## config.mk

```make
export PLATFORM = sky130hd
export DESIGN_NAME = irq_priority_and_trigger_logic
export DESIGN_NICKNAME = d
export VERILOG_FILES = /design/src/logic/irq_ctl_pkg.sv /design/src/logic/irq_priority_and_trigger_logic.sv
export SDC_FILE = /design/constraint.sdc
export NUM_CORES = 1
export LEC_CHECK = 0
export BUFFER_PORTS_ARGS = -buffer_cell sky130_fd_sc_hd__buf_4
export CORE_MARGIN = 2
export CORE_UTILIZATION = 45
export CTS_BUF_LIST = sky130_fd_sc_hd__clkbuf_4 sky130_fd_sc_hd__clkbuf_8
export CTS_CLUSTER_SIZE = 14
export DETAILED_ROUTE_END_ITERATION = 10
export PLACE_DENSITY = 0.76
export SYNTH_ARGS = -nofsm -noshare
export SYNTH_HDL_FRONTEND = slang
export SYNTH_SLANG_ARGS = --single-unit
```

## constraint.sdc

```tcl
create_clock -name clk_i -period 23.6 [get_ports clk_i]
set_input_delay 0 -clock clk_i [delete_from_list [all_inputs] [get_ports clk_i]]
set_output_delay 0 -clock clk_i [all_outputs]
set_load 0.1 [all_outputs]
```

## src/logic/irq_ctl_pkg.sv

```systemverilog
// ****************************************
// Register map, reset values, encodings
// ****************************************
package irq_ctl_pkg;

  // Bus word address width
  localparam int ADDR_W = 10;

  // Printed index of the in-service register; the bus decodes its low bits
  localparam logic [31:0] IN_SERVICE_IDX = 32'hFFFFF1FA;
  localparam logic [ADDR_W-1:0] IN_SERVICE_ADDR = IN_SERVICE_IDX[ADDR_W-1:0];
  localparam logic [ADDR_W-1:0] PSW_ADDR = 10'h1F0;
  localparam logic [ADDR_W-1:0] GROUP_MODE_ADDR0 = 10'h1E0;
  localparam logic [ADDR_W-1:0] EDGE_SEL_ADDR0 = 10'h1E4;
  localparam logic [ADDR_W-1:0] REQ_FLAG_ADDR = 10'h1E8;
  localparam logic [ADDR_W-1:0] MASK_ADDR = 10'h1E9;
  localparam logic [ADDR_W-1:0] CONV_MODE_ADDR = 10'h1EA;

  // Reset values
  localparam logic [31:0] PSW_RESET = 32'h00000020;
  localparam logic [7:0] IN_SERVICE_RESET = 8'h00;
  localparam logic [7:0] GROUP_MODE_RESET = 8'h00;
  localparam logic [5:0] EDGE_SEL_RESET = 6'h00;
  localparam logic [23:0] MASK_RESET = 24'hFFFFFF;
  localparam logic [23:0] REQ_FLAG_RESET = 24'h000000;
  localparam logic [2:0] CONV_MODE_RESET = 3'h0;

  // Status word bit positions
  localparam int PSW_ID_BIT = 5;
  localparam int PSW_EP_BIT = 6;
  localparam int PSW_NP_BIT = 7;

  // Trigger selection encodings
  localparam logic [1:0] TRIG_FALL = 2'h0;
  localparam logic [1:0] TRIG_RISE = 2'h1;
  localparam logic [1:0] TRIG_LEVEL = 2'h2;
  localparam logic [1:0] TRIG_BOTH = 2'h3;

  // Converter trigger mode value that selects the external input
  localparam logic [2:0] CONV_EXT_MODE = 3'h6;

  // Source layout: 16 group pins, then pin a / pin b per capture channel
  localparam int GROUP_PINS = 16;
  localparam int NUM_SRC = 24;
  localparam int CONV_SHARED_SRC = 11;

  // Level pins are sampled once per this many clocks
  localparam int LEVEL_SAMPLE_DIV = 2;

endpackage : irq_ctl_pkg

```

## src/logic/irq_priority_and_trigger_logic.sv

```systemverilog
module irq_priority_and_trigger_logic #(
  parameter int LEVELS = 8
) (
  // Clock and reset
  input wire logic clk_i,
  input wire logic rstn_i,
  // Avalon-MM slave
  input wire logic [irq_ctl_pkg::ADDR_W-1:0] avs_address_i,
  input wire logic avs_read_i,
  input wire logic avs_write_i,
  input wire logic [31:0] avs_writedata_i,
  input wire logic [3:0] avs_byteenable_i,
  output logic [31:0] avs_readdata_o,
  output logic avs_waitrequest_o,
  // CPU core instructions
  input wire logic disable_interrupts_instr_i,
  input wire logic enable_interrupts_instr_i,
  input wire logic return_from_interrupt_instr_i,
  input wire logic [31:0] return_psw_i,
  input wire logic load_system_register_instr_i,
  input wire logic [31:0] load_psw_i,
  // CPU core acknowledge
  input wire logic nmi_ack_i,
  input wire logic exception_ack_i,
  input wire logic mi_ack_i,
  input wire logic [4:0] mi_ack_src_i,
  input wire logic [2:0] mi_ack_level_i,
  output logic mi_req_o,
  output logic [23:0] mi_pending_o,
  output logic [LEVELS-1:0] in_service_levels_o,
  output logic maskable_disable_flag_o,
  // External pins
  input wire logic [15:0] level_capable_irq_pin_n_i,
  input wire logic [3:0] capture_irq_pin_a_i,
  input wire logic [3:0] capture_irq_pin_b_i,
  // Trigger outputs
  output logic [3:0] capture_trig_a_o,
  output logic [3:0] capture_trig_b_o,
  output logic [3:0] timer_count_o,
  output logic conv_trig_o
);

  // ****************************************
  // Reset release
  // ****************************************
  logic [1:0] rst_sync_r;
  logic rst_n;

  always_ff @(posedge clk_i or negedge rstn_i) begin
    if (!rstn_i) begin
      rst_sync_r <= 2'h0;
    end else begin
      rst_sync_r <= {rst_sync_r[0], 1'b1};
    end
  end

  assign rst_n = rst_sync_r[1];

  // ****************************************
  // Declarations
  // ****************************************
  localparam int NS = irq_ctl_pkg::NUM_SRC;

  logic [31:0] psw_r;
  logic [31:0] psw_nxt;
  logic [LEVELS-1:0] isr_r;
  logic [LEVELS-1:0] isr_set;
  logic [LEVELS-1:0] isr_clr;
  logic [7:0] group_mode_r [4];
  logic [5:0] edge_sel_r [4];
  logic [2:0] conv_mode_r;
  logic [NS-1:0] mask_r;
  logic [NS-1:0] flag_r;
  logic [NS-1:0] flag_set;
  logic [NS-1:0] flag_clr;
  logic [NS-1:0] pin_raw;
  logic [NS-1:0] sync1_r;
  logic [NS-1:0] sync2_r;
  logic [NS-1:0] prev_r;
  logic [3:0] timer_hit;
  logic conv_hit;
  logic sample_tick_r;
  logic bus_ack_r;
  logic wr_en;
  logic [31:0] rd_data;
  logic [31:0] mask_wr;
  logic [2:0] warm_r;

  // Edge test on two consecutive synchronized samples
  function automatic logic edge_hit(input logic [1:0] m, input logic prev, input logic cur);
    logic hit;
    hit = 1'b0;
    case (m)
      irq_ctl_pkg::TRIG_FALL: hit = prev & ~cur;
      irq_ctl_pkg::TRIG_RISE: hit = ~prev & cur;
      irq_ctl_pkg::TRIG_BOTH: hit = prev ^ cur;
      default: hit = 1'b0;
    endcase
    return hit;
  endfunction : edge_hit

  // Merge written bytes into an old word
  function automatic logic [31:0] be_merge(input logic [31:0] old, input logic [31:0] wd,
                                           input logic [3:0] be);
    logic [31:0] res;
    res = old;
    for (int b = 0; b < 4; b++) begin
      if (be[b]) begin
        res[8*b +: 8] = wd[8*b +: 8];
      end
    end
    return res;
  endfunction : be_merge

  // ****************************************
  // Avalon-MM slave
  // ****************************************
  // One wait state: data is registered in the first cycle, taken in the second
  assign avs_waitrequest_o = (avs_read_i | avs_write_i) & ~bus_ack_r;
  assign wr_en = avs_write_i & bus_ack_r;
  assign mask_wr = be_merge({8'h00, mask_r}, avs_writedata_i, avs_byteenable_i);

  always_ff @(posedge clk_i or negedge rst_n) begin
    if (!rst_n) begin
      bus_ack_r <= 1'b0;
    end else begin
      bus_ack_r <= (avs_read_i | avs_write_i) & ~bus_ack_r;
    end
  end

  always_comb begin
    rd_data = 32'h00000000;
    case (avs_address_i)
      irq_ctl_pkg::IN_SERVICE_ADDR: rd_data[LEVELS-1:0] = isr_r;
      irq_ctl_pkg::PSW_ADDR: rd_data = psw_r;
      irq_ctl_pkg::GROUP_MODE_ADDR0: rd_data[7:0] = group_mode_r[0];
      irq_ctl_pkg::GROUP_MODE_ADDR0 + 10'h001: rd_data[7:0] = group_mode_r[1];
      irq_ctl_pkg::GROUP_MODE_ADDR0 + 10'h002: rd_data[7:0] = group_mode_r[2];
      irq_ctl_pkg::GROUP_MODE_ADDR0 + 10'h003: rd_data[7:0] = group_mode_r[3];
      irq_ctl_pkg::EDGE_SEL_ADDR0: rd_data[5:0] = edge_sel_r[0];
      irq_ctl_pkg::EDGE_SEL_ADDR0 + 10'h001: rd_data[5:0] = edge_sel_r[1];
      irq_ctl_pkg::EDGE_SEL_ADDR0 + 10'h002: rd_data[5:0] = edge_sel_r[2];
      irq_ctl_pkg::EDGE_SEL_ADDR0 + 10'h003: rd_data[5:0] = edge_sel_r[3];
      irq_ctl_pkg::REQ_FLAG_ADDR: rd_data[NS-1:0] = flag_r;
      irq_ctl_pkg::MASK_ADDR: rd_data[NS-1:0] = mask_r;
      irq_ctl_pkg::CONV_MODE_ADDR: rd_data[2:0] = conv_mode_r;
      default: rd_data = 32'h00000000;
    endcase
  end

  always_ff @(posedge clk_i or negedge rst_n) begin
    if (!rst_n) begin
      avs_readdata_o <= 32'h00000000;
    end else if (avs_read_i && !bus_ack_r) begin
      avs_readdata_o <= rd_data;
    end
  end

  // ****************************************
  // Configuration registers
  // ****************************************
  // Trigger mode is not checked against the port mode; order is software's job
  always_ff @(posedge clk_i or negedge rst_n) begin
    if (!rst_n) begin
      for (int g = 0; g < 4; g++) begin
        group_mode_r[g] <= irq_ctl_pkg::GROUP_MODE_RESET;
        edge_sel_r[g] <= irq_ctl_pkg::EDGE_SEL_RESET;
      end
      conv_mode_r <= irq_ctl_pkg::CONV_MODE_RESET;
      mask_r <= irq_ctl_pkg::MASK_RESET;
    end else if (wr_en) begin
      for (int g = 0; g < 4; g++) begin
        if (avs_address_i == irq_ctl_pkg::GROUP_MODE_ADDR0 + 10'(g) && avs_byteenable_i[0]) begin
          group_mode_r[g] <= avs_writedata_i[7:0];
        end
        if (avs_address_i == irq_ctl_pkg::EDGE_SEL_ADDR0 + 10'(g) && avs_byteenable_i[0]) begin
          edge_sel_r[g] <= avs_writedata_i[5:0];
        end
      end
      if (avs_address_i == irq_ctl_pkg::CONV_MODE_ADDR && avs_byteenable_i[0]) begin
        conv_mode_r <= avs_writedata_i[2:0];
      end
      if (avs_address_i == irq_ctl_pkg::MASK_ADDR) begin
        mask_r <= mask_wr[NS-1:0];
      end
    end
  end

  // ****************************************
  // Processor status word
  // ****************************************
  always_comb begin
    psw_nxt = psw_r;
    if (wr_en && avs_address_i == irq_ctl_pkg::PSW_ADDR) begin
      psw_nxt = be_merge(psw_r, avs_writedata_i, avs_byteenable_i);
    end
    if (load_system_register_instr_i) begin
      psw_nxt = load_psw_i;
    end
    if (return_from_interrupt_instr_i) begin
      psw_nxt = return_psw_i;
    end
    if (disable_interrupts_instr_i) begin
      psw_nxt[irq_ctl_pkg::PSW_ID_BIT] = 1'b1;
    end
    if (enable_interrupts_instr_i) begin
      psw_nxt[irq_ctl_pkg::PSW_ID_BIT] = 1'b0;
    end
    // Acknowledge wins over any same-cycle load so a new handler starts masked
    if (mi_ack_i || nmi_ack_i || exception_ack_i) begin
      psw_nxt[irq_ctl_pkg::PSW_ID_BIT] = 1'b1;
    end
    if (nmi_ack_i) begin
      psw_nxt[irq_ctl_pkg::PSW_NP_BIT] = 1'b1;
    end
    if (nmi_ack_i || exception_ack_i) begin
      psw_nxt[irq_ctl_pkg::PSW_EP_BIT] = 1'b1;
    end
  end

  always_ff @(posedge clk_i or negedge rst_n) begin
    if (!rst_n) begin
      psw_r <= irq_ctl_pkg::PSW_RESET;
    end else begin
      psw_r <= psw_nxt;
    end
  end

  assign maskable_disable_flag_o = psw_r[irq_ctl_pkg::PSW_ID_BIT];

  // ****************************************
  // In-service levels
  // ****************************************
  always_comb begin
    isr_set = '0;
    isr_clr = '0;
    if (mi_ack_i) begin
      isr_set[mi_ack_level_i] = 1'b1;
    end
    // Status word still shows the servicing kind at the return
    if (return_from_interrupt_instr_i && !psw_r[irq_ctl_pkg::PSW_NP_BIT]
        && !psw_r[irq_ctl_pkg::PSW_EP_BIT]) begin
      isr_clr = isr_r & (~isr_r + LEVELS'(1));
    end
  end

  always_ff @(posedge clk_i or negedge rst_n) begin
    if (!rst_n) begin
      isr_r <= LEVELS'(irq_ctl_pkg::IN_SERVICE_RESET);
    end else begin
      isr_r <= (isr_r & ~isr_clr) | isr_set;
    end
  end

  assign in_service_levels_o = isr_r;

  // ****************************************
  // Pin synchronizers and sample tick
  // ****************************************
  assign pin_raw = {capture_irq_pin_b_i[3], capture_irq_pin_a_i[3],
                    capture_irq_pin_b_i[2], capture_irq_pin_a_i[2],
                    capture_irq_pin_b_i[1], capture_irq_pin_a_i[1],
                    capture_irq_pin_b_i[0], capture_irq_pin_a_i[0],
                    level_capable_irq_pin_n_i};

  always_ff @(posedge clk_i or negedge rst_n) begin
    if (!rst_n) begin
      sync1_r <= '1;
      sync2_r <= '1;
      prev_r <= '1;
    end else begin
      sync1_r <= pin_raw;
      sync2_r <= sync1_r;
      prev_r <= sync2_r;
    end
  end

  // Divider of two: a tick every other clock
  always_ff @(posedge clk_i or negedge rst_n) begin
    if (!rst_n) begin
      sample_tick_r <= 1'b0;
    end else begin
      sample_tick_r <= ~sample_tick_r;
    end
  end

  // Edge tests wait until prev holds a real pin sample, so reset gives no false edge
  always_ff @(posedge clk_i or negedge rst_n) begin
    if (!rst_n) begin
      warm_r <= 3'h0;
    end else begin
      warm_r <= {warm_r[1:0], 1'b1};
    end
  end

  // ****************************************
  // Detection per source
  // ****************************************
  genvar i;
  generate
    for (i = 0; i < NS; i++) begin : g_src
      logic [1:0] mode;
      logic hit;
      if (i < irq_ctl_pkg::GROUP_PINS) begin : g_grp
        assign mode = group_mode_r[i / 4][2 * (i % 4) +: 2];
        // Level mode is only reachable on group pins
        assign hit = (mode == irq_ctl_pkg::TRIG_LEVEL)
                     ? (sample_tick_r & ~sync2_r[i])
                     : (warm_r[2] & edge_hit(mode, prev_r[i], sync2_r[i]));
      end else begin : g_cap
        assign mode = edge_sel_r[(i - 16) / 2][2 + 2 * ((i - 16) % 2) +: 2];
        assign hit = warm_r[2] & edge_hit(mode, prev_r[i], sync2_r[i]);
      end
      always_comb begin
        flag_set[i] = hit;
        flag_clr[i] = 1'b0;
        if (mi_ack_i && mi_ack_src_i == 5'(i)) begin
          flag_clr[i] = 1'b1;
        end
        if (wr_en && avs_address_i == irq_ctl_pkg::REQ_FLAG_ADDR
            && avs_byteenable_i[i / 8] && !avs_writedata_i[i]) begin
          flag_clr[i] = 1'b1;
        end
      end
    end
    for (i = 0; i < 4; i++) begin : g_tmr
      assign timer_hit[i] = warm_r[2] & edge_hit(edge_sel_r[i][1:0], prev_r[16 + 2 * i],
                                                 sync2_r[16 + 2 * i]);
    end
  endgenerate

  // Shared pin uses its group edge bits for the converter
  assign conv_hit = (conv_mode_r == irq_ctl_pkg::CONV_EXT_MODE) && warm_r[2]
                    && edge_hit(group_mode_r[2][7:6],
                                prev_r[irq_ctl_pkg::CONV_SHARED_SRC],
                                sync2_r[irq_ctl_pkg::CONV_SHARED_SRC]);

  // ****************************************
  // Request flags and triggers
  // ****************************************
  // A set in the same cycle as a clear wins, so no edge is lost
  always_ff @(posedge clk_i or negedge rst_n) begin
    if (!rst_n) begin
      flag_r <= irq_ctl_pkg::REQ_FLAG_RESET;
    end else begin
      flag_r <= (flag_r & ~flag_clr) | flag_set;
    end
  end

  always_ff @(posedge clk_i or negedge rst_n) begin
    if (!rst_n) begin
      capture_trig_a_o <= 4'h0;
      capture_trig_b_o <= 4'h0;
      timer_count_o <= 4'h0;
      conv_trig_o <= 1'b0;
    end else begin
      for (int c = 0; c < 4; c++) begin
        capture_trig_a_o[c] <= flag_set[16 + 2 * c];
        capture_trig_b_o[c] <= flag_set[17 + 2 * c];
      end
      timer_count_o <= timer_hit;
      conv_trig_o <= conv_hit;
    end
  end

  // ****************************************
  // Request to the core
  // ****************************************
  assign mi_pending_o = flag_r & ~mask_r;
  // Disable flag holds requests back; NMI and exceptions bypass this path
  assign mi_req_o = (|mi_pending_o) & ~psw_r[irq_ctl_pkg::PSW_ID_BIT];

endmodule : irq_priority_and_trigger_logic

```

Word-level counts from Yosys, hierarchy flattened
Cells that the tools add are included.
{"block": "totals", "regBits": 271, "latch_bits": 0, "mem_bits_rw": 0, "rom_bits": 0, "inputBits": 153, "out_inout_bits": 80, "wordCells": 597, "memories": 0}
{"block": "op_classes", "n_addsub": 1, "n_mul": 0, "n_div": 0, "magnitude_cmp": 2, "n_eq_ne": 109, "shifts": 0, "n_mux": 113, "n_bitwise": 181, "n_reduce_logical": 158}
{"cell": "$eq 10x9->1 const B", "count": 13}
{"cell": "$mux 32", "count": 3}
{"cell": "$and 1x1->1", "count": 95}
{"cell": "$eq 2x2->1 const B", "count": 44}
{"cell": "$pmux 1 s3", "count": 28}
{"cell": "$mux 1", "count": 70}
{"cell": "$logic_and 1x1->1", "count": 68}
{"cell": "$eq 2x1->1 const B", "count": 28}
{"cell": "$logic_not 2->1", "count": 28}
{"cell": "$mux 8", "count": 7}
{"cell": "$not 1->1", "count": 51}
{"cell": "$and 24x24->24", "count": 2}
{"cell": "$not 24->24", "count": 2}
{"cell": "$pmux 16 s3", "count": 1}
{"cell": "$eq 5x4->1 const B", "count": 8}
{"cell": "$eq 5x5->1 const B", "count": 8}
{"cell": "$pmux 3 s13", "count": 1}
{"cell": "$pmux 3 s12", "count": 1}
{"cell": "$reduce_and 2->1", "count": 16}
{"cell": "$logic_not 1->1", "count": 27}
{"cell": "$or 24x24->24", "count": 1}
{"cell": "$reduce_or 24->1", "count": 1}
{"cell": "$xor 1x1->1", "count": 24}
{"cell": "$eq 5x3->1 const B", "count": 4}
{"cell": "18 further kinds", "count": 33}

Logic depth before layout (Yosys ltp)
Gate-level depths: netlist of the first run.
{"block": "logic_depth", "depth_word": 8, "ltp_mapped": 8}

Worst setup path before layout of the first run
OpenSTA, ideal clock, no wires.
{"block": "synth_path", "path_kind": "register -> output", "from": "reg flag_r[22]", "to": "out mi_req_o", "arrival_time_ns": 3.378, "required_ns": 23.600, "path_slack_ns": 20.222, "path_stages_with_launch": 6, "path_buffers": 0, "path_cell_list": "dfrtp_1 -> nor2b_1 -> nor4_1 -> nand4_1 -> nor2_1 -> nor2_1"}
{"block": "synth_via", "elab_chain_cells": 3}
{"element": "start: declaration", "line_no": "irq_priority_and_trigger_logic.sv:73", "rtl": "logic [NS-1:0] flag_r;"}
{"element": "start signal: assignment", "line_no": "irq_priority_and_trigger_logic.sv:344", "rtl": "flag_r <= irq_ctl_pkg::REQ_FLAG_RESET;"}
{"element": "start signal: assignment", "line_no": "irq_priority_and_trigger_logic.sv:346", "rtl": "flag_r <= (flag_r & ~flag_clr) | flag_set;"}
{"element": "$and 24x24->24", "line_no": "irq_priority_and_trigger_logic.sv:369", "rtl": "assign mi_pending_o = flag_r & ~mask_r;"}
{"element": "via mi_pending_o[22]", "line_no": "irq_priority_and_trigger_logic.sv:29", "rtl": "output logic [23:0] mi_pending_o,"}
{"element": "$reduce_or 24->1", "line_no": "irq_priority_and_trigger_logic.sv:371", "rtl": "assign mi_req_o = (|mi_pending_o) & ~psw_r[irq_ctl_pkg::PSW_ID_BIT];"}
{"element": "$and 1x1->1", "line_no": "irq_priority_and_trigger_logic.sv:371"}
{"element": "end: declaration", "line_no": "irq_priority_and_trigger_logic.sv:28", "rtl": "output logic mi_req_o,"}
The timed path passes the listed nets, and every way through them passes these cells.

Worst setup path after layout of the first run
{"block": "layout_path", "from": "reg bus_ack_r", "to": "reg psw_r[7]"}
{"block": "layout_via", "elab_chain_cells": 4}
{"element": "start: declaration", "line_no": "irq_priority_and_trigger_logic.sv:83", "rtl": "logic bus_ack_r;"}
{"element": "start signal: assignment", "line_no": "irq_priority_and_trigger_logic.sv:127", "rtl": "bus_ack_r <= (avs_read_i | avs_write_i) & ~bus_ack_r;"}
{"element": "$and 1x1->1", "line_no": "irq_priority_and_trigger_logic.sv:120", "rtl": "assign wr_en = avs_write_i & bus_ack_r;"}
{"element": "$logic_and 1x1->1", "line_no": "irq_priority_and_trigger_logic.sv:194", "rtl": "if (wr_en && avs_address_i == irq_ctl_pkg::PSW_ADDR) begin"}
{"element": "$reduce_bool 4->1 (no line)"}
{"element": "$reduce_and 2->1 (no line)"}
{"element": "end signal: assignment", "line_no": "irq_priority_and_trigger_logic.sv:223", "rtl": "psw_r <= irq_ctl_pkg::PSW_RESET;"}
{"element": "end signal: assignment", "line_no": "irq_priority_and_trigger_logic.sv:225", "rtl": "psw_r <= psw_nxt;"}
{"element": "end: declaration", "line_no": "irq_priority_and_trigger_logic.sv:64", "rtl": "logic [31:0] psw_r;"}
Every way passes these cells.
A chain may end at the register's enable or synchronous reset.

==> flow_metrics.py, run 1 <==
metrics = {
    "timing": {
        "whs_ns": 0.0104,
        "min_period_ns": 2.69,
        "worstMarginPinSlew_ns": 1.00,
        "final_max_slew_viol_count": 0,
        "final-hold-violation-count": 0,
        "rsz0062_at_grt": "no",
        "max_freq_ghz": 0.372,
        "clock-skew-final_ns": 0.0299,
        "fin_tns_setup_ns": 0,
        "period_share_pct": 11.4,
        "relSlewSlack_pct": 33.1,
        "finalSetupViolations": 0,
    },
    "routing": {
        "vias": 11200,
        "post_drt_wl_per_cell_um": 21.1,
        "wirelength_um": 41600,
        "viasPerCell": 5.69,
        "drcViolationCount": 0,
        "firstDrtPassIters": 8,
        "drtIter0Drc": 1040,
        "drtAntennaViolNets": 0,
    },
    "synthesis": {
        "ys_ff_latch": 271,
        "synth_ff_type": "dfrtp_1",
        "synthArstFlopShare_pct": 100,
        "synth_most_common_cell": "dfrtp_1",
        "yosysSeqAreaShare_pct": 52.3,
        "netlist_area_um2": 13200,
        "synth_edf_count": 0,
        "synth_cell_type_count": 68,
        "yosys-top-cells-area": "dfrtp_1, dfstp_2, mux2_2, mux2i_1, ha_1",
        "ys.warnings.count": 0,
        "synth_common_cells": "dfrtp_1, nand2_1, dfstp_2, nor2_1",
        "synth_top_area_cell": "dfrtp_1",
        "yosysTopAreaCellShare_pct": 33.0,
        "syn_inst": 1176,
        "avgSynthCellArea_um2": 11.2,
    },
    "floorplanning": {
        "dieWidth_um": 175,
        "dieArea_um2": 30700,
        "start_util_pct": 45.9,
        "core_um2": 28800,
        "rows": 62,
        "io_pins": 233,
        "die_h_um": 175,
    },
    "grt": {
        "grt_pass1_vias": 11400,
        "grt_overflow_total": 0,
        "antenna_found_initial": 1,
        "grt_max_degree": 79,
        "grt_pass1_wl_um": 64500,
        "track_usage_pct": 27.0,
    },
    "power_and_ir_drop": {
        "ir_drop_mv": 0.0343,
        "p_leak_nw": 7.85,
        "p_per_area_nw_per_um2": 65.0,
    },
    "clocking": {
        "cts_buffer_depth": 3,
        "cts_resized": 0,
        "cts_setup_buffers": 0,
        "cts_tree": "built",
        "path_clk_slew_ns": 0.06,
        "root_buffer": "clkbuf_8",
        "cts_sinks": 271,
        "cts_made_buffers": 46,
        "cts_max_level": 2,
        "clk-insertion-delay-late_ns": 0.56,
    },
    "worst_setup_path": {
        "reg2reg_slack_ns": 20.91,
        "crit_path_max_fanout": 15,
        "r2r-end": "psw_r[7]",
        "arrival_ns": 3.12,
        "cp-end-kind": "flip-flop",
        "crit_type": "reg -> reg",
        "startpoint_type": "flip-flop",
        "regToRegStartpoint": "bus_ack_r",
        "reg2regPathDepth": 5,
        "worst_ep_required_time_ns": 24.03,
    },
    "placement": {
        "gp_congestion": 0.990,
        "port_buffers": 232,
        "hpwl_um": 29000,
    },
    "flow_run": {
        "timing.max_cap.violations": 0,
    },
    "worst_hold_path": {
        "worstHoldPathCells": 5,
        "hold_end": "psw_r[0]",
        "min_path_type": "in -> reg",
        "holdCritStartpoint": "load_psw_i[0]",
    },
    "cells_and_area": {
        "nFillCells": 2219,
        "area_growth_pct": 33.6,
        "antenna_cells": 0,
        "drive_above_1_share_pct": 33.8,
        "nets": 1754,
    },
    "status": {
        "status": "completed",
    },
}
## layer usage
metal | vias to the layer above | wire length, um | global-route usage [%]
met3 | 115 | 3500 | 6.08
met4 | 0 | 1730 | 11.0
met2 | 544 | 19900 | 45.0
met5 | - | 0 | 0
li1 | 4984 | - | -
met1 | 5570 | 16500 | 34.0
## worst max-delay path by stage
stage                              from                  to  slack [ns]  cells after the start
after detailed placement  rst_sync_r[1]  avs_readdata_o[15]       20.87                      2
final                         bus_ack_r            psw_r[7]       20.91                      5
after global routing      rst_sync_r[1]  avs_readdata_o[10]       20.56                      2
after floorplan           rst_sync_r[1]   avs_readdata_o[0]       15.66                      0
after CTS                 rst_sync_r[1]            psw_r[9]       20.86                      2
after global placement    rst_sync_r[1]  avs_readdata_o[15]       20.92                      2
## critical path, cell delays in order (launching register included)
cell,delay (ns)
dfrtp_1,0.57
and3_1,0.37
a21oi_2,0.66
nor2_1,0.12
a211o_1,0.28
dlygate4sd3_1,0.55
## registers in the layout, indices dropped and copies added (netlist names), 8 cells and up
| name | cells |
|---|---|
| avs_readdata_o | 32 |
| edge_sel_r | 24 |
| flag_r | 24 |
| g_src.mode | 32 |
| in_service_levels_o | 8 |
| mask_r | 24 |
| prev_r | 24 |
| psw_r | 32 |
| sync1_r | 24 |
| sync2_r | 24 |
## placed cells by master, fill, tap and decap left out, drive strengths merged, types with 9 or more instances in the layout
| cell type | n |
|---|---|
| buf | 242 |
| dfrtp | 174 |
| dlygate4sd3 | 144 |
| nand2 | 131 |
| dfstp | 97 |
| mux2 | 85 |
| nor2 | 81 |
| clkbuf | 76 |
| mux2i | 71 |
| o21ai | 64 |
| a21oi | 61 |
| inv | 50 |
| ha | 48 |
| nor2b | 30 |
| o221ai | 25 |
| a22oi | 22 |
| nand3 | 17 |
| nor3b | 17 |
| nand2b | 16 |
| a222oi | 16 |
| o32ai | 15 |
| o22ai | 9 |
## stage by stage
| step | total power [W] | area, um2 | util, % | cells | worst slack (ns) |
|---|---|---|---|---|---|
| floorplan | 0.000623 | 13200 | - | 1177 | 15.66 |
| global placement | 0.000681 | 15200 | 52.9 | 1745 | 20.92 |
| detailed placement | 0.000685 | 15200 | 52.9 | 1745 | 20.87 |
| CTS | 0.00115 | 17600 | 61.3 | 1972 | 20.86 |
| global route | 0.00119 | 17600 | 61.3 | 1972 | 20.56 |
| finish | 0.00115 | 17600 | 61.3 | 1972 | 20.91 |
## cells by family (layout without fill, tap and decap cells)
| kind of cell | Yosys count | count (layout) | synth area share [%] |
|---|---|---|---|
| other | 1 | 2 | 0.0284 |
| DFF | 271 | 271 | 52.3 |
| and+or+nand+nor | 339 | 339 | 12.9 |
| xor gates and xnor gates | 1 | 1 | 0.0663 |
| muxes | 159 | 159 | 13.5 |
| adders and majority gates | 48 | 48 | 4.55 |
| buffers and inverters | 109 | 520 | 3.72 |
| AOI/OAI and AO/OA | 248 | 248 | 12.9 |
## power by group
part           switching (W)  leakage (nW)  internal [W]
combinational       0.000125          4.11     0.0000706
sequential         0.0000186          3.21      0.000491
clock               0.000188         0.531      0.000254
## timing repair
action                                  in CTS  in global routing
endpoints found under the setup margin       0                  0
hold buffers                               144                  0
hold endpoints to repair                   178                  0
## area by class of cell
| class | count | area, um2 | area share [%] |
|---|---|---|---|
| clock buffer | 76 | 952 | 5.40 |
| clock inverter | 7 | 37.5 | 0.213 |
| inverter | 51 | 191 | 1.08 |
| multi-input combinational | 797 | 5820 | 33.0 |
| sequential | 271 | 6910 | 39.1 |
| tap | 384 | 480 | 2.72 |
| timing repair buffer | 386 | 3260 | 18.5 |
(Power assumes the default switching activity.)
==> run 2: changes to the inputs <==
ABC_AREA = 1   (was default)
clock period = 2.68 ns   (was 23.6 ns; I/O delays follow)
==> run 2 against run 1 <==
Against the previous run: synthesized cell count up 33%; non-clock buffer count rose by 12; power grew to 8.8 times the previous value.
==> flow_metrics.py, run 2 <==
metrics = {
    "power_and_ir_drop": {
        "p_per_area_nw_per_um2": 554,
        "p_leak_nw": 8.66,
        "ir_drop_mv": 0.463,
    },
    "clocking": {
        "root_buffer": "clkbuf_8",
        "cts_resized": 0,
        "cts_tree": "built",
        "cts_max_level": 2,
        "cts_buffer_depth": 3,
        "cts_sinks": 271,
        "clk-insertion-delay-late_ns": 0.58,
        "cts_made_buffers": 47,
        "path_clk_slew_ns": 0.07,
    },
    "routing": {
        "post_drt_wl_per_cell_um": 19.3,
        "drcViolationCount": 0,
        "drtAntennaViolNets": 0,
        "vias": 13000,
        "wirelength_um": 45900,
        "firstDrtPassIters": 6,
        "viasPerCell": 5.45,
        "drtIter0Drc": 1253,
    },
    "timing": {
        "worstMarginPinSlew_ns": 0.849,
        "finalSetupViolations": 0,
        "period_share_pct": 95.6,
        "max_freq_ghz": 0.390,
        "rsz0062_at_grt": "no",
        "final-hold-violation-count": 0,
        "clock-skew-final_ns": 0.0429,
        "whs_ns": 0.0278,
        "fin_tns_setup_ns": 0,
        "setup_ws_ns": 0.119,
        "min_period_ns": 2.56,
        "final_max_slew_viol_count": 0,
        "relSlewSlack_pct": 43.3,
    },
    "floorplanning": {
        "rows": 63,
        "die_h_um": 177,
        "io_pins": 233,
        "core_um2": 29600,
        "dieWidth_um": 177,
        "dieArea_um2": 31400,
        "start_util_pct": 45.7,
    },
    "cells_and_area": {
        "antenna_cells": 0,
        "nets": 2155,
        "finish.utilization_pct": 61.5,
        "drive_above_1_share_pct": 26.5,
        "ff_latch_area_um2": 6910,
        "final_cell_mix": "nand2_1, buf_4, dfrtp_1",
        "multi_input_comb_area_um2": 5680,
        "area_growth_pct": 34.8,
        "nFillCells": 2434,
        "final_common_cell": "nand2_1",
        "finalNonFillerCells": 2383,
    },
    "worst_setup_path": {
        "crit_path_max_fanout": 16,
        "cpMostUsedCell": "dlygate4sd3_1",
        "reg2regPathDepth": 6,
        "critPathMaxStageDelay_ns": 0.61,
        "worst_ep_required_time_ns": 3.16,
        "startpoint_type": "flip-flop",
        "crit_type": "reg -> reg",
        "r2r-end": "psw_r[27]",
        "reg2reg_slack_ns": 0.12,
        "path_cells": "nand3_1 -> o21ai_4 -> o211ai_1 -> dlygate4sd3_1 -> o21ai_0 -> dlygate4sd3_1",
        "arrival_ns": 3.04,
        "cp-end-kind": "flip-flop",
        "regToRegStartpoint": "bus_ack_r",
        "cp_slowest_cell": "dlygate4sd3_1",
    },
    "worst_hold_path": {
        "holdCritStartpoint": "avs_byteenable_i[2]",
        "min_path_type": "in -> reg",
        "worstHoldPathCells": 5,
        "hold_end": "mask_r[23]",
    },
    "flow_run": {
        "timing.max_cap.violations": 0,
    },
    "status": {
        "status": "completed",
    },
    "grt": {
        "grt_overflow_total": 0,
        "grt_pass1_wl_um": 69800,
        "grt_max_degree": 76,
        "antenna_found_initial": 0,
        "grt_pass1_vias": 12800,
        "track_usage_pct": 29.0,
    },
    "synthesis": {
        "avgSynthCellArea_um2": 8.63,
        "synth_cell_type_count": 44,
        "synth_common_cells": "nand2_1, dfrtp_1, inv_1, nor2_1, o21ai_0",
        "yosysSeqAreaShare_pct": 51.1,
        "netlist_area_um2": 13500,
        "synth_most_common_cell": "nand2_1",
        "synth_ff_type": "dfrtp_1",
        "synth_edf_count": 0,
        "synthArstFlopShare_pct": 100,
        "ys_ff_latch": 271,
        "syn_inst": 1563,
        "ys.warnings.count": 0,
        "synth_top_area_cell": "dfrtp_1",
        "yosysTopAreaCellShare_pct": 32.3,
        "yosys-top-cells-area": "dfrtp_1, dfstp_2, nand2_1, o21ai_0, inv_1",
    },
    "placement": {
        "port_buffers": 232,
        "gp_congestion": 0.975,
        "place_ws_ns": 0.577,
        "placed_cells": 2155,
        "hpwl_um": 33000,
    },
}
run 2: metrics by stage:
stage,total power [W],instance area [um2]
6_report,0.0101,18200
5_1_grt,0.0104,18200
4_1_cts,0.0101,18200
3_5_place_dp,0.00583,15700
3_3_place_gp,0.00581,15700
2_1_floorplan,0.00530,13600
run 2: logic make-up (layout without fill, tap and decap cells):
family | count (synthesis) | after routing | synth area share, %
AO/OA/AOI/OAI | 311 | 311 | 13.3
adder cells (fa/ha/maj) | 48 | 48 | 4.45
AND/OR/NAND/NOR | 675 | 675 | 22.0
flip-flops | 271 | 271 | 51.1
buffers and inverters | 241 | 670 | 7.29
other | 1 | 2 | 0.0278
multiplexers | 16 | 16 | 1.78
run 2: worst max-delay path: cells and delay by family (launching register included):
kind	cells	cell delay (ns)
buffers and inverters	2	1.22
flip-flops	1	0.43
AO/OA/AOI/OAI	3	0.69
AND/OR/NAND/NOR	1	0.15
run 2: metal layers:
layer | GRT usage [%] | vias to the layer above | part of all wire [%]
met5 | 0 | - | 0
met3 | 5.63 | 100 | 9.2
met1 | 38.6 | 6270 | 41
met2 | 47.5 | 628 | 47
li1 | - | 5990 | -
met4 | 9.99 | 0 | 3.1
run 2: how the worst max path moves through the flow:
| stage | startpoint | endpoint | slack (ns) | cells after the start |
|---|---|---|---|---|
| 2_1_floorplan | rst_sync_r[1] | avs_readdata_o[0] | 0.02 | 0 |
| 3_3_place_gp | bus_ack_r | flag_r[7] | 0.52 | 5 |
| 3_5_place_dp | bus_ack_r | flag_r[7] | 0.58 | 5 |
| 4_1_cts | bus_ack_r | flag_r[4] | 0.25 | 6 |
| 5_1_grt | return_from_interrupt_instr_i | psw_r[27] | 0.01 | 8 |
| 6_report | bus_ack_r | psw_r[27] | 0.12 | 6 |
run 2: final cells by class:
class	count	share of cell area (%)
tap	390	2.68
clock buffer	78	5.21
clock inverter	10	0.502
sequential	271	38.0
timing repair buffer	398	18.6
inverter	184	3.80
multi-input combinational	1052	31.2
run 2: what timing repair did:
item	in CTS	in global routing
hold endpoints to repair	128	0
hold buffers	140	0
buffers inserted	0	0
run 2: power breakdown:
part / total [W] / internal (W) / switching (W)
Combinational: 0.00156 / 0.000549 / 0.00101
Clock: 0.00410 / 0.00235 / 0.00175
Sequential: 0.00442 / 0.00431 / 0.000118
==> run 3: changes to the inputs <==
PLACE_DENSITY = 0.7   (was 0.76)
==> run 3 against run 2 <==
Against the previous run: non-clock buffer count increased by 4; flip-flop and latch count unchanged; highest routed layer unchanged; global-route usage decreased by 0.51 points; critical path type unchanged.
==> flow_metrics.py, run 3 (same netlist as run 2, synthesis figures left out) <==
metrics = {
    "worst_hold_path": {
        "min_path_type": "in -> reg",
    },
    "flow_run": {
        "timing.max_cap.violations": 0,
    },
    "routing": {
        "wirelength_um": 45200,
        "firstDrtPassIters": 5,
        "drtIter0Drc": 1233,
        "post_drt_wl_per_cell_um": 18.9,
        "drtAntennaViolNets": 0,
        "viasPerCell": 5.40,
        "drcViolationCount": 0,
        "vias": 12900,
    },
    "clocking": {
        "clk-insertion-delay-late_ns": 0.57,
        "cts_max_level": 2,
        "cts_sinks": 271,
        "cts_made_buffers": 48,
        "path_clk_slew_ns": 0.07,
        "cts_buffer_depth": 3,
        "root_buffer": "clkbuf_8",
        "cts_tree": "built",
    },
    "worst_setup_path": {
        "crit_type": "reg -> reg",
        "regToRegStartpoint": "bus_ack_r",
        "path_cells": "nand3_1 -> o21ai_4 -> o211ai_1 -> dlygate4sd3_1 -> o21ai_0 -> dlygate4sd3_1",
        "crit_end": "psw_r[31]",
        "cp_slowest_cell": "dlygate4sd3_1",
        "crit_path_max_fanout": 16,
        "reg2reg_slack_ns": 0.16,
        "reg2regPathDepth": 6,
        "crit_start": "bus_ack_r",
        "arrival_ns": 3.03,
        "cpMostUsedCell": "dlygate4sd3_1",
        "worst_ep_required_time_ns": 3.19,
        "startpoint_type": "flip-flop",
        "critPathMaxStageDelay_ns": 0.64,
        "r2r-end": "psw_r[31]",
        "cp-end-kind": "flip-flop",
    },
    "timing": {
        "finalSetupViolations": 0,
        "whs_ns": 0.0649,
        "worstMarginPinSlew_ns": 0.831,
        "final-hold-violation-count": 0,
        "period_share_pct": 94.0,
        "rsz0062_at_grt": "no",
        "min_period_ns": 2.52,
        "fin_tns_setup_ns": 0,
        "final_max_slew_viol_count": 0,
        "relSlewSlack_pct": 44.6,
        "max_freq_ghz": 0.397,
        "clock-skew-final_ns": 0.0179,
    },
    "power_and_ir_drop": {
        "switching_power_w": 0.00291,
        "p_per_area_nw_per_um2": 586,
        "intPower_w": 0.00788,
        "p_comb_share_pct": 14.5,
        "pwr-share-seq_pct": 41.1,
        "p_leak_nw": 8.76,
        "ir_drop_mv": 0.364,
        "netSwitchingFraction_pct": 27.0,
        "pwr-share-clk_pct": 44.3,
    },
    "grt": {
        "grt_pass1_wl_um": 68800,
        "track_usage_pct": 28.5,
        "grt_pass1_vias": 12400,
        "grt_max_degree": 57,
        "grt_overflow_total": 0,
        "antenna_found_initial": 1,
    },
    "floorplanning": {
        "start_util_pct": 45.7,
        "rows": 63,
        "core_um2": 29600,
        "die_h_um": 177,
        "dieArea_um2": 31400,
        "io_pins": 233,
        "dieWidth_um": 177,
    },
    "placement": {
        "hpwl_um": 32700,
        "gp_congestion": 0.967,
        "port_buffers": 232,
    },
    "cells_and_area": {
        "area_growth_pct": 36.5,
        "final_cell_mix": "nand2_1, buf_4, dfrtp_1",
        "final_common_cell": "nand2_1",
        "nets": 2160,
        "drive_above_1_share_pct": 26.6,
    },
    "status": {
        "status": "completed",
    },
}
[run 3: cell count changes in the layout (fill, tap and decap cells not counted)]
cell           delta
nor2_4            +1
inv_6             -1
bufinv_16         +8
inv_1             -1
nor2_2            -1
clkbuf_8          +2
clkinv_2          +7
clkbuf_4         -13
clkinv_4          +1
dlygate4sd3_1     +4
inv_8             -1
diode_2           +1
[run 3: power groups by stage]
stage / logic (W) / registers [W] / clock network, W
floorplan: 0.000673 / 0.00462 / 0
CTS: 0.00155 / 0.00443 / 0.00485
finish: 0.00157 / 0.00444 / 0.00478
detailed placement: 0.00134 / 0.00450 / 0
global route: 0.00168 / 0.00445 / 0.00506
global placement: 0.00132 / 0.00449 / 0
[run 3: critical path, delay by kind of cell (launching register included)]
family                 cells  cell delay (ns)
AOI/OAI and AO/OA          3             0.68
and+or+nand+nor            1             0.15
DFF                        1             0.42
buffers and inverters      2             1.21
[run 3: worst min path at each step]
| stage | slack [ns] | to | from | cells after the start |
|---|---|---|---|---|
| after detailed placement | -0.22 | rst_sync_r[0] | rstn_i | 1 |
| after floorplan | -0.30 | rst_sync_r[0] | rstn_i | 0 |
| after global routing | 0.06 | sync1_r[18] | capture_irq_pin_a_i[1] | 2 |
| after global placement | -0.22 | rst_sync_r[0] | rstn_i | 1 |
| final | 0.06 | mask_r[17] | avs_byteenable_i[2] | 5 |
| after CTS | 0.04 | mask_r[16] | avs_byteenable_i[2] | 5 |
[run 3: metal layers]
| layer | wire, um | vias up | track usage, % |
|---|---|---|---|
| met3 | 3810 | 82 | 4.77 |
| met4 | 1130 | 0 | 9.16 |
| met5 | 0 | - | 0 |
| li1 | - | 6002 | - |
| met2 | 21000 | 567 | 46.0 |
| met1 | 19200 | 6247 | 39.2 |
[run 3: final cells by class]
cell class                 instances  area, um2
sequential                       271       6910
fill                            2480      11100
multi-input combinational       1052       5680
antenna                            1       2.50
timing repair buffer             402       3430
tap                              390        488
clock inverter                    23        348
clock buffer                      67        878
inverter                         184        694
[run 3: repair_timing]
item,in CTS,in global routing
setup buffers,0,0
endpoints found under the setup margin,0,3
resized for setup,0,2
hold endpoints to repair,124,0
hold buffers,144,0
[run 3: per-stage QoR]
step                      setup WS (ns)  power (W)  utilization (%)  area (um2)  std cells
after floorplan                  0.0218    0.00530                -       13600       1564
after global placement            0.592    0.00582             53.3       15700       2155
after detailed placement          0.535    0.00584             53.3       15700       2155
after CTS                         0.168     0.0108             62.3       18400       2389
after global routing             0.0300     0.0112             62.3       18400       2390
final                             0.160     0.0108             62.3       18400       2390
